[config.mk]
export PLATFORM = sky130hd
export DESIGN_NAME = lsic_led_status
export DESIGN_NICKNAME = d
export VERILOG_FILES = /design/src/lsic_pkg.sv /design/src/lsic_led_status.sv
export SDC_FILE = /design/constraint.sdc
export NUM_CORES = 1
export LEC_CHECK = 0
export ABC_AREA = 1
export ABC_CLOCK_PERIOD_IN_PS = 4900
export BUFFER_PORTS_ARGS = -buffer_cell sky130_fd_sc_hd__buf_2
export CAP_MARGIN = 20
export CORE_ASPECT_RATIO = 1.4
export CORE_MARGIN = 2
export CORE_UTILIZATION = 64
export DETAILED_ROUTE_END_ITERATION = 12
export PLACE_DENSITY_LB_ADDON = 0.15
export SLEW_MARGIN = 20
export SYNTH_ARGS = -nofsm -noshare
export SYNTH_HDL_FRONTEND = slang
export SYNTH_SLANG_ARGS = --single-unit
[constraint.sdc]
create_clock -name core_clk_in -period 4.9 [get_ports core_clk_in]
set_clock_uncertainty 0.2 [all_clocks]
set_input_delay 1.47 -clock core_clk_in [delete_from_list [all_inputs] [get_ports core_clk_in]]
set_output_delay 1.47 -clock core_clk_in [all_outputs]
set_load 0.1 [all_outputs]
[src/lsic_pkg.sv]
// Constants shared by the LED status indicator control block
package lsic_pkg;
  localparam int unsigned CLK_HZ         = 50_000_000;
  localparam int unsigned SLOW_FLASH_MS  = 500;
  localparam int unsigned FAST_FLASH_MS  = 125;
  localparam int unsigned STEP_MS        = 150;
  localparam int unsigned SLOW_CYC = CLK_HZ / 1000 * SLOW_FLASH_MS;
  localparam int unsigned FAST_CYC = CLK_HZ / 1000 * FAST_FLASH_MS;
  localparam int unsigned STEP_CYC = CLK_HZ / 1000 * STEP_MS;
  localparam int unsigned NUM_LEVELS   = 5;
  localparam int unsigned BATT_LEDS    = 10;
  localparam int unsigned SPEED_LEDS   = 5;
  localparam int unsigned ACT_LEDS     = 5;
  localparam logic [2:0]  LEVEL_RESET  = 3'h1;
  localparam logic [2:0]  LEVEL_MIN    = 3'h1;
  localparam logic [2:0]  ACT_RESET    = 3'h0;
  localparam logic [1:0]  BATT_FULL    = 2'h0;
  localparam logic [1:0]  BATT_SOON    = 2'h1;
  localparam logic [1:0]  BATT_URGENT  = 2'h2;
  localparam logic [9:0]  BAR_FULL     = 10'h3FF;
  localparam logic [9:0]  BAR_SOON     = 10'h07F;
  localparam logic [9:0]  BAR_URGENT   = 10'h007;
  localparam logic [4:0]  REBOOT_MASK  = 5'h0A;
  localparam logic [3:0]  CODE_LEFT_OPEN   = 4'h2;
  localparam logic [3:0]  CODE_LEFT_SHORT  = 4'h3;
  localparam logic [3:0]  CODE_RIGHT_OPEN  = 4'h4;
  localparam logic [3:0]  CODE_RIGHT_SHORT = 4'h5;
  localparam logic [3:0]  CODE_COMMS       = 4'h7;
  localparam logic [3:0]  CODE_MAX         = 4'hA;
  typedef enum logic [1:0] {
    LSIC_MODE_DRIVE   = 2'b00,
    LSIC_MODE_SEATING = 2'b01,
    LSIC_MODE_ACT     = 2'b10,
    LSIC_MODE_OTHER   = 2'b11
  } lsic_mode_type;
endpackage

[src/lsic_led_status.sv]
// LED status indicator control: gauges, buttons, modes and trip codes
//
// Overview of operation
// RULE1 - Five max speed levels, 1 slowest, 5 fastest.
// RULE2 - Profile operation offers up to five profiles, count set by config.
// RULE3 - Decrease press lowers speed level or selects lower profile.
// RULE4 - Increase press raises speed level or selects higher profile.
// RULE5 - Option ignores speed/profile buttons while driving; else always act.
// RULE6 - Mode press advances to next enabled and present mode.
// RULE7 - Modes other than drive or seating blank speed and actuator LEDs.
// RULE8 - Actuator mode lights LEDs identifying selected actuator channel.
// RULE9 - Sideways joystick steps channel; forward/back drives selected actuator.
// RULE10 - Battery gauge steady when normal, slow flash when battery low.
// RULE11 - Charging steps gauge up; drive inhibited until charger off and repower.
// RULE12 - Trip prevents motion and flashes battery gauge rapidly.
// RULE13 - Trip code shown as count of flashing battery LEDs, one to ten.
// RULE14 - Codes 1-5: battery, left open, left short, right open, right short.
// RULE15 - Codes 6-10: inhibit, joystick, system, brake, overvoltage.
// RULE16 - Comms fault: seven LEDs plus speed gauge; actuator trip flashes actuators.
// RULE17 - Motor swap option exchanges left and right motor trip codes.
// RULE18 - Reconfiguring ripples speed gauge from centre outward.
// RULE19 - Reboot required flashes speed LEDs two and four.
// RULE20 - Speed mode lights left-justified bar of level length.
// RULE21 - Profile mode lights only LED at selected profile position.
// RULE22 - Locked system ripples speed/profile gauge up and down.
// RULE23 - Battery gauge lights 1-10 full, 1-7 soon, 1-3 urgent.
// RULE24 - Trip display outranks charging, lock, reconfiguration and normal.
`timescale 1ns/1ps
module lsic_led_status #(
  parameter int unsigned SLOW_CYCLES = lsic_pkg::SLOW_CYC,
  parameter int unsigned FAST_CYCLES = lsic_pkg::FAST_CYC,
  parameter int unsigned STEP_CYCLES = lsic_pkg::STEP_CYC
) (
  input  wire logic       core_clk_in,
  input  wire logic       rstn_in,
  input  wire logic       dec_btn_in,
  input  wire logic       inc_btn_in,
  input  wire logic       mode_btn_in,
  input  wire logic       joy_left_in,
  input  wire logic       joy_right_in,
  input  wire logic       joy_fwd_in,
  input  wire logic       joy_back_in,
  input  wire logic       driving_in,
  input  wire logic       profile_cfg_in,
  input  wire logic [2:0] profile_count_in,
  input  wire logic       lock_out_btn_cfg_in,
  input  wire logic [3:0] mode_avail_in,
  input  wire logic       motor_swap_cfg_in,
  input  wire logic [1:0] batt_level_in,
  input  wire logic       batt_low_in,
  input  wire logic       charging_in,
  input  wire logic       trip_in,
  input  wire logic [3:0] trip_code_in,
  input  wire logic       comms_fault_in,
  input  wire logic       act_trip_in,
  input  wire logic       reconfig_in,
  input  wire logic       reboot_req_in,
  input  wire logic       locked_in,
  output logic      [9:0] batt_led_out,
  output logic      [4:0] speed_led_out,
  output logic      [4:0] act_led_out,
  output logic      [1:0] mode_out,
  output logic      [2:0] level_out,
  output logic      [2:0] act_sel_out,
  output logic            act_up_out,
  output logic            act_down_out,
  output logic            drive_inhibit_out
);
  // Slow-rate enables from free-running dividers
  logic [31:0] slow_cnt;
  logic [31:0] fast_cnt;
  logic [31:0] step_cnt;
  logic        slow_ph;
  logic        fast_ph;
  logic        step_en;
  logic [3:0]  anim;
  logic        dec_q;
  logic        inc_q;
  logic        mode_q;
  logic        side_q;
  logic        chg_seen;
  lsic_pkg::lsic_mode_type mode;
  logic [2:0]  level;
  logic [2:0]  act_sel;

  always_ff @(posedge core_clk_in or negedge rstn_in)
  begin
    if (!rstn_in)
    begin
      slow_cnt <= '0;
      fast_cnt <= '0;
      step_cnt <= '0;
      slow_ph  <= 1'b0;
      fast_ph  <= 1'b0;
      step_en  <= 1'b0;
      anim     <= 4'h0;
    end
    else
    begin
      slow_cnt <= (slow_cnt >= SLOW_CYCLES - 1) ? '0 : slow_cnt + 32'h1;
      fast_cnt <= (fast_cnt >= FAST_CYCLES - 1) ? '0 : fast_cnt + 32'h1;
      step_cnt <= (step_cnt >= STEP_CYCLES - 1) ? '0 : step_cnt + 32'h1;
      step_en  <= (step_cnt >= STEP_CYCLES - 1);
      if (slow_cnt >= SLOW_CYCLES - 1)
        slow_ph <= ~slow_ph;
      if (fast_cnt >= FAST_CYCLES - 1)
        fast_ph <= ~fast_ph;
      if (step_en)
        anim <= (anim == 4'h9) ? 4'h0 : anim + 4'h1;
    end
  end

  // Press edges; buttons are taken as already debounced
  wire dec_press  = dec_btn_in & ~dec_q;
  wire inc_press  = inc_btn_in & ~inc_q;
  wire mode_press = mode_btn_in & ~mode_q;
  wire side_now   = joy_left_in | joy_right_in;
  wire btn_ok     = ~(lock_out_btn_cfg_in & driving_in);       // RULE5
  wire [2:0] top  = profile_cfg_in ?
                    ((profile_count_in == 3'h0 || profile_count_in > 3'h5) ?
                     3'h5 : profile_count_in) :                // RULE2
                    3'(lsic_pkg::NUM_LEVELS);                  // RULE1
  wire do_dec     = dec_press & btn_ok & (level > lsic_pkg::LEVEL_MIN);
  wire do_inc     = inc_press & btn_ok & (level < top);
  wire in_act     = (mode == lsic_pkg::LSIC_MODE_SEATING);

  // Next available mode by rotating search over the enable mask
  logic [1:0] next_mode;
  always_comb
  begin
    next_mode = mode;
    for (int i = 3; i >= 1; i--)
      if (mode_avail_in[2'(mode + 2'(i))])
        next_mode = 2'(mode + 2'(i));
  end

  wire [2:0] next_act = joy_right_in ?
                        ((act_sel == 3'h4) ? 3'h0 : act_sel + 3'h1) :
                        ((act_sel == 3'h0) ? 3'h4 : act_sel - 3'h1);

  always_ff @(posedge core_clk_in or negedge rstn_in)
  begin
    if (!rstn_in)
    begin
      dec_q    <= 1'b0;
      inc_q    <= 1'b0;
      mode_q   <= 1'b0;
      side_q   <= 1'b0;
      chg_seen <= 1'b0;
      mode     <= lsic_pkg::LSIC_MODE_DRIVE;
      level    <= lsic_pkg::LEVEL_RESET;
      act_sel  <= lsic_pkg::ACT_RESET;
    end
    else
    begin
      dec_q  <= dec_btn_in;
      inc_q  <= inc_btn_in;
      mode_q <= mode_btn_in;
      side_q <= side_now;
      // Latched until power cycle, which is the only reset here
      if (charging_in)
        chg_seen <= 1'b1;                                      // RULE11
      if (mode_press)
        mode <= lsic_pkg::lsic_mode_type'(next_mode);          // RULE6
      if (do_dec)
        level <= level - 3'h1;                                 // RULE3
      else if (do_inc)
        level <= level + 3'h1;                                 // RULE4
      else if (level > top)
        level <= top;
      if (in_act && side_now && !side_q)
        act_sel <= next_act;                                   // RULE9
    end
  end

  // Trip code mapping with optional left/right swap
  logic [3:0] code;
  always_comb
  begin
    code = (trip_code_in > lsic_pkg::CODE_MAX) ? lsic_pkg::CODE_MAX :
           trip_code_in;                                       // RULE13
    if (motor_swap_cfg_in)                                     // RULE17
      unique case (trip_code_in)
        lsic_pkg::CODE_LEFT_OPEN:   code = lsic_pkg::CODE_RIGHT_OPEN;
        lsic_pkg::CODE_LEFT_SHORT:  code = lsic_pkg::CODE_RIGHT_SHORT;
        lsic_pkg::CODE_RIGHT_OPEN:  code = lsic_pkg::CODE_LEFT_OPEN;
        lsic_pkg::CODE_RIGHT_SHORT: code = lsic_pkg::CODE_LEFT_SHORT;
        default:                    code = code;
      endcase
  end

  // Codes 1..10 keep their meanings; the block only counts LEDs
  wire [9:0] code_bar = 10'((11'h001 << (comms_fault_in ?
                        lsic_pkg::CODE_COMMS : code)) - 11'h001); // RULE14 RULE15
  wire [9:0] batt_bar = (batt_level_in == lsic_pkg::BATT_FULL) ?
                        lsic_pkg::BAR_FULL :
                        (batt_level_in == lsic_pkg::BATT_SOON) ?
                        lsic_pkg::BAR_SOON : lsic_pkg::BAR_URGENT; // RULE23
  wire [9:0] chg_bar  = 10'((11'h002 << anim) - 11'h001);
  wire any_trip = trip_in | comms_fault_in;

  // Battery gauge priority: trip, charging, low, steady
  wire [9:0] next_batt =
    any_trip    ? (fast_ph ? code_bar : 10'h000) :             // RULE12 RULE24
    charging_in ? chg_bar :                                    // RULE11
    batt_low_in ? (slow_ph ? batt_bar : 10'h000) :             // RULE10
    batt_bar;

  // Ripple position: 0..4 then back 4..0 over a ten-step cycle
  wire [2:0] bounce = (anim < 4'h5) ? anim[2:0] : 3'(4'h9 - anim);
  wire [2:0] centre = (anim[1:0] == 2'h3) ? 3'h2 : {1'b0, anim[1:0]};
  wire [4:0] ripple_out = 5'h04 | (5'h04 << centre) | (5'h04 >> centre);
  wire [4:0] bar_speed  = 5'((6'h01 << level) - 6'h01);         // RULE20
  wire [4:0] one_prof   = 5'(6'h01 << (level - 3'h1));           // RULE21
  wire drive_like = (mode == lsic_pkg::LSIC_MODE_DRIVE) | in_act;

  wire [4:0] next_speed =
    comms_fault_in ? (fast_ph ? 5'h1F : 5'h00) :                // RULE16
    trip_in        ? 5'h00 :                                    // RULE24
    locked_in      ? 5'(6'h01 << bounce) :                      // RULE22
    reconfig_in    ? ripple_out :                               // RULE18
    reboot_req_in  ? (slow_ph ? lsic_pkg::REBOOT_MASK : 5'h00) : // RULE19
    !drive_like    ? 5'h00 :                                    // RULE7
    profile_cfg_in ? one_prof : bar_speed;

  wire [4:0] next_act_led =
    act_trip_in ? (fast_ph ? 5'h1F : 5'h00) :                   // RULE16
    in_act      ? 5'(6'h01 << act_sel) :                        // RULE8
    5'h00;                                                      // RULE7

  wire stop_all  = any_trip | chg_seen;
  wire next_up   = in_act & joy_fwd_in & ~joy_back_in & ~stop_all;
  wire next_down = in_act & joy_back_in & ~joy_fwd_in & ~stop_all;

  always_ff @(posedge core_clk_in or negedge rstn_in)
  begin
    if (!rstn_in)
    begin
      batt_led_out      <= 10'h000;
      speed_led_out     <= 5'h00;
      act_led_out       <= 5'h00;
      mode_out          <= 2'h0;
      level_out         <= lsic_pkg::LEVEL_RESET;
      act_sel_out       <= lsic_pkg::ACT_RESET;
      act_up_out        <= 1'b0;
      act_down_out      <= 1'b0;
      drive_inhibit_out <= 1'b0;
    end
    else
    begin
      batt_led_out      <= next_batt;
      speed_led_out     <= next_speed;
      act_led_out       <= next_act_led;
      mode_out          <= mode;
      level_out         <= level;
      act_sel_out       <= act_sel;
      act_up_out        <= next_up;                             // RULE9
      act_down_out      <= next_down;                           // RULE9
      drive_inhibit_out <= stop_all;                            // RULE11 RULE12
    end
  end

  chk_trip_inhibit: assert property (                           // RULE12
    @(posedge core_clk_in) disable iff (!rstn_in)
    trip_in |=> drive_inhibit_out)
    else $error("trip did not inhibit drive");
  chk_mode_blank: assert property (                             // RULE7
    @(posedge core_clk_in) disable iff (!rstn_in)
    mode == lsic_pkg::LSIC_MODE_OTHER && !act_trip_in && !locked_in
    && !reconfig_in && !reboot_req_in && !comms_fault_in
    |=> speed_led_out == 5'h00 && act_led_out == 5'h00)
    else $error("leds lit outside drive or seating");
  chk_dec_level: assert property (                              // RULE3
    @(posedge core_clk_in) disable iff (!rstn_in)
    do_dec |=> level == $past(level) - 3'h1)
    else $error("decrease press not applied");
  chk_inc_level: assert property (                              // RULE4
    @(posedge core_clk_in) disable iff (!rstn_in)
    do_inc |=> level == $past(level) + 3'h1)
    else $error("increase press not applied");
  chk_btn_lockout: assert property (                            // RULE5
    @(posedge core_clk_in) disable iff (!rstn_in)
    lock_out_btn_cfg_in && driving_in && level <= top |=> $stable(level))
    else $error("buttons acted while driving");
  chk_level_range: assert property (                            // RULE1
    @(posedge core_clk_in) disable iff (!rstn_in)
    level >= 3'h1 && level <= 3'h5)
    else $error("level out of range");
  chk_speed_bar: assert property (                              // RULE20
    @(posedge core_clk_in) disable iff (!rstn_in)
    mode == lsic_pkg::LSIC_MODE_DRIVE && !profile_cfg_in && !trip_in
    && !comms_fault_in && !locked_in && !reconfig_in && !reboot_req_in
    |=> $countones(speed_led_out) == $past(level))
    else $error("speed bar length wrong");
  chk_trip_count: assert property (                             // RULE13
    @(posedge core_clk_in) disable iff (!rstn_in)
    trip_in && !comms_fault_in && fast_ph && !motor_swap_cfg_in
    && trip_code_in <= 4'hA
    |=> $countones(batt_led_out) == $past(trip_code_in))
    else $error("trip count mismatch");
  chk_charge_latch: assert property (                           // RULE11
    @(posedge core_clk_in) disable iff (!rstn_in)
    charging_in |=> ##1 drive_inhibit_out [*3])
    else $error("charge inhibit not held");
  chk_profile_one: assert property (                            // RULE21
    @(posedge core_clk_in) disable iff (!rstn_in)
    mode == lsic_pkg::LSIC_MODE_DRIVE && profile_cfg_in && !trip_in
    && !comms_fault_in && !locked_in && !reconfig_in && !reboot_req_in
    |=> $onehot(speed_led_out))
    else $error("profile gauge not one-hot");
  chk_reboot_mask: assert property (                            // RULE19
    @(posedge core_clk_in) disable iff (!rstn_in)
    reboot_req_in && !trip_in && !comms_fault_in && !locked_in
    && !reconfig_in
    |=> (speed_led_out & ~lsic_pkg::REBOOT_MASK) == 5'h00)
    else $error("reboot flash lit wrong leds");
  chk_trip_motion: assert property (                            // RULE12
    @(posedge core_clk_in) disable iff (!rstn_in)
    trip_in |=> !act_up_out && !act_down_out)
    else $error("actuator moved during trip");
  chk_swap_code: assert property (                              // RULE17
    @(posedge core_clk_in) disable iff (!rstn_in)
    trip_in && !comms_fault_in && fast_ph && motor_swap_cfg_in
    && trip_code_in == lsic_pkg::CODE_LEFT_OPEN
    |=> $countones(batt_led_out) == lsic_pkg::CODE_RIGHT_OPEN)
    else $error("motor swap not applied");
  chk_batt_steady: assert property (                            // RULE23
    @(posedge core_clk_in) disable iff (!rstn_in)
    !trip_in && !comms_fault_in && !charging_in && !batt_low_in
    && batt_level_in == lsic_pkg::BATT_FULL
    |=> batt_led_out == lsic_pkg::BAR_FULL)
    else $error("full gauge not steady");
  chk_charge_step: assert property (                            // RULE11
    @(posedge core_clk_in) disable iff (!rstn_in)
    charging_in && !trip_in && !comms_fault_in |=> batt_led_out[0])
    else $error("charge gauge dark at bottom");
  chk_act_onehot: assert property (                             // RULE8
    @(posedge core_clk_in) disable iff (!rstn_in)
    in_act && !act_trip_in |=> $onehot(act_led_out))
    else $error("actuator channel not shown");
  chk_comms_speed: assert property (                            // RULE16
    @(posedge core_clk_in) disable iff (!rstn_in)
    comms_fault_in && fast_ph |=> speed_led_out == 5'h1F)
    else $error("comms fault speed flash missing");
  cov_trip: cover property (@(posedge core_clk_in) trip_in && fast_ph);
  cov_comms: cover property (
    @(posedge core_clk_in) comms_fault_in && fast_ph);
  cov_reconfig: cover property (
    @(posedge core_clk_in) reconfig_in && step_en);
  cov_act: cover property (@(posedge core_clk_in) in_act && act_up_out);
  cov_lock: cover property (@(posedge core_clk_in) locked_in && step_en);
endmodule

==> impl_metrics.toml <==
[run_status]
outcome = "finished clean"

[die]
dieArea_um2 = 12900
fp-row-count = 47
ios = 65
dieHeight_um = 134
start_util_pct = 65.3
die_w_um = 96.6
placeableCoreArea_um2 = 11800

[hold_path]
hold_depth = 0
holdPathEnd = "act_sel_out[2]"
hp-start = "act_sel[2]"
hp-class = "reg -> reg"

[logic_synthesis]
synth-seq-area-share_pct = 47.9
ys_ff_latch = 147
async_flop_share_pct = 100
synth_top_area_share_pct = 47.3
synth.distinct_cells = 44
synthFlopType = "dfrtp_1"
synth_warnings = 0
synth_most_common_cell = "nand2_1"
synth_edf_count = 0
netlist_top_cells_count = "172 x nand2_1, 145 x dfrtp_1, 139 x nor2_1"
synth.top_cells.by_area = "dfrtp_1 47%, nand2_1 8.4%, nor2_1 6.8%"
synth_top_area_cell = "dfrtp_1"
syn_area_per_cell_um2 = 8.20
syn_area_um2 = 7680
syn_inst = 936

[worst_setup_path]
cp_data_arrival_time_ps = 3300
worst_setup_path_end_kind = "flop"
crit_path_start_kind = "input port"
reg2regPathDepth = 12
r2r_end = "fast_cnt[19]"
r2r_start = "fast_cnt[0]"
r2r_setup_slack_ps = 2420
path_max_fanout = 8
path_class = "in -> reg"
required_ps = 5000

[clocking]
clock_sinks = 147
cts_buffer_depth = 2
ctsResizeCount = 0
numCtsBuffers = 17
clk_latency_ps = 430
path_clk_slew_ps = 60
cts_root_buf = "clkbuf_16"
tritoncts = "yes"
htree_levels = 4
post_cts_buffers = 0
ctsHoldBuffers = 0

[timing]
fin_tns_setup_ps = 0
hold_slack_ps = 199
fmax_mhz = 313
period_share_pct = 65.3
slew_viol_final = 0
grt_setup_unrepaired = "false"
setup_violations = 0
hold_viol = 0
period_needed_ps = 3200
worstMarginPinSlew_ps = 819
relSlewSlack_pct = 45.4

[power]
switching_share_pct = 38.7
p_leak_uw = 0.00422
power.density_nw_per_um2 = 455
p_int_uw = 2460
p_clk_share_pct = 32.0
comb_power_share_pct = 32.2
p_sw_uw = 1550
power_uw = 4010
vdd.ir_drop.worst_mv = 0.367
p_seq_share_pct = 35.9

[detailed_routing]
viasPerCell = 5.38
drtPass1Iterations = 5
antenna_left = 0
wl_per_cell_um = 13.8
vias = 6409
drc_errors = 0
wirelength_um = 16500
drtIter0Drc = 365

[grt]
gr-total-overflow = 0
first_global_vias = 6397
grt_usage_pct = 27.7
grt_max_degree = 95
grt_pass1_wl_um = 27900
grt_antenna_before_repair = 0

[placement]
routabilityCongestion = 0.888
place_inst = 1162
dp_hpwl_um = 11700
io_buffer_count = 64

[final_layout]
num_antenna_cells = 0
post-route-util_pct = 75.0
fin_cells = 1192
synthToLayoutAreaGrowth_pct = 14.9
fill_cells = 912
fin_nets = 1097
drive_gt1_share_pct = 12.7

[job]
drv_cap = 0
==> power by group through the flow <==
stage,Sequential [uW],Combinational [uW],Clock [uW]
3_5_place_dp,1460,1270,0
4_1_cts,1440,1280,1300
2_1_floorplan,1840,609,0
5_1_grt,1450,1420,1350
6_report,1440,1290,1280
3_3_place_gp,1460,1240,0
==> cell type report <==
type                            count  area [um^2]  area share (%)
Multi-Input combinational cell    673         3540            40.1
Clock inverter                      8          101            1.15
Timing Repair Buffer               65          347            3.93
Inverter                          130          488            5.53
Tap cell                          147          184            2.08
Sequential cell                   147         3680            41.7
Clock buffer                       22          484            5.49
==> flip-flops by register name, summed over array words and instances (netlist names), 2 cells and up <==
register and count:
act_led_out 5, level_out 3, step_cnt 32, batt_led_out 10, mode 2, slow_cnt 32
act_sel_out 3, fast_cnt 32, anim 4, mode_out 2, speed_led_out 5, level 3
act_sel 3
==> metrics by stage <==
| step | area, um^2 | setup slack (ps) |
|---|---|---|
| 2_1_floorplan | 7770 | 1650 |
| 6_report | 8820 | 1700 |
| 3_3_place_gp | 8240 | 1340 |
| 5_1_grt | 8820 | 1370 |
| 3_5_place_dp | 8240 | 1250 |
| 4_1_cts | 8820 | 1690 |
==> layer usage <==
metal	track usage (%)	vias up	routed length (um)
met5	0	-	0
met4	10.1	0	370
met3	5.88	37	619
met2	49.3	152	9000
met1	32.2	3005	6510
li1	-	3215	-
==> critical path, stage by stage <==
cell and delay (ps):
buf_2 120, inv_1 170, nor3_1 100, o21ai_0 250, inv_1 70, ha_1 320, nand3b_1 100, nand3_1 130
inv_1 80, nor2_1 190, nand2_1 130, nand3_1 90, o21ai_0 80
==> cell families after synthesis <==
| logic type | share of synthesized area, % |
|---|---|
| xor gates and xnor gates | 4.22 |
| buffers and inverters | 7.15 |
| adders and majority gates | 4.73 |
| other | 0.0488 |
| AOI/OAI and AO/OA | 7.64 |
| and+or+nand+nor | 28.0 |
| muxes | 0.261 |
| DFF | 47.9 |
==> layout by cell type (no fill, tap or decap), types with 2 or more instances in the layout <==
master,n
inv_2,6
nor3_2,9
nand2_2,3
nor2_4,2
xnor2_1,8
o21bai_1,2
nor3_1,49
xor2_1,29
a21boi_0,4
o211ai_1,8
o21ai_1,3
nor2_2,7
clkinvlp_4,3
a31oi_1,6
bufinv_16,2
clkbuf_16,17
nand3_2,3
nand4_1,18
or2_2,3
clkinv_2,2
nor3b_1,3
buf_2,63
dfstp_2,2
and3_1,3
mux2i_1,2
a21oi_1,24
o22ai_1,4
nor2_1,139
clkbuf_8,4
nand2_1,172
inv_1,124
nand3b_1,3
nor4_1,13
o21ai_0,47
o31ai_1,2
nand3_1,45
conb_1,25
ha_1,29
dfrtp_1,145
==> worst max path at each step <==
| stage | from | to | slack, ps |
|---|---|---|---|
| finish | profile_cfg_in | level[1] | 1700 |
| floorplan | profile_cfg_in | level[1] | 1650 |
| detailed placement | profile_cfg_in | level[1] | 1250 |
| CTS | profile_cfg_in | level[1] | 1690 |
| global route | profile_cfg_in | level[1] | 1370 |
| global placement | profile_cfg_in | level[1] | 1340 |
Note: power is estimated with default switching activity, not from simulation.
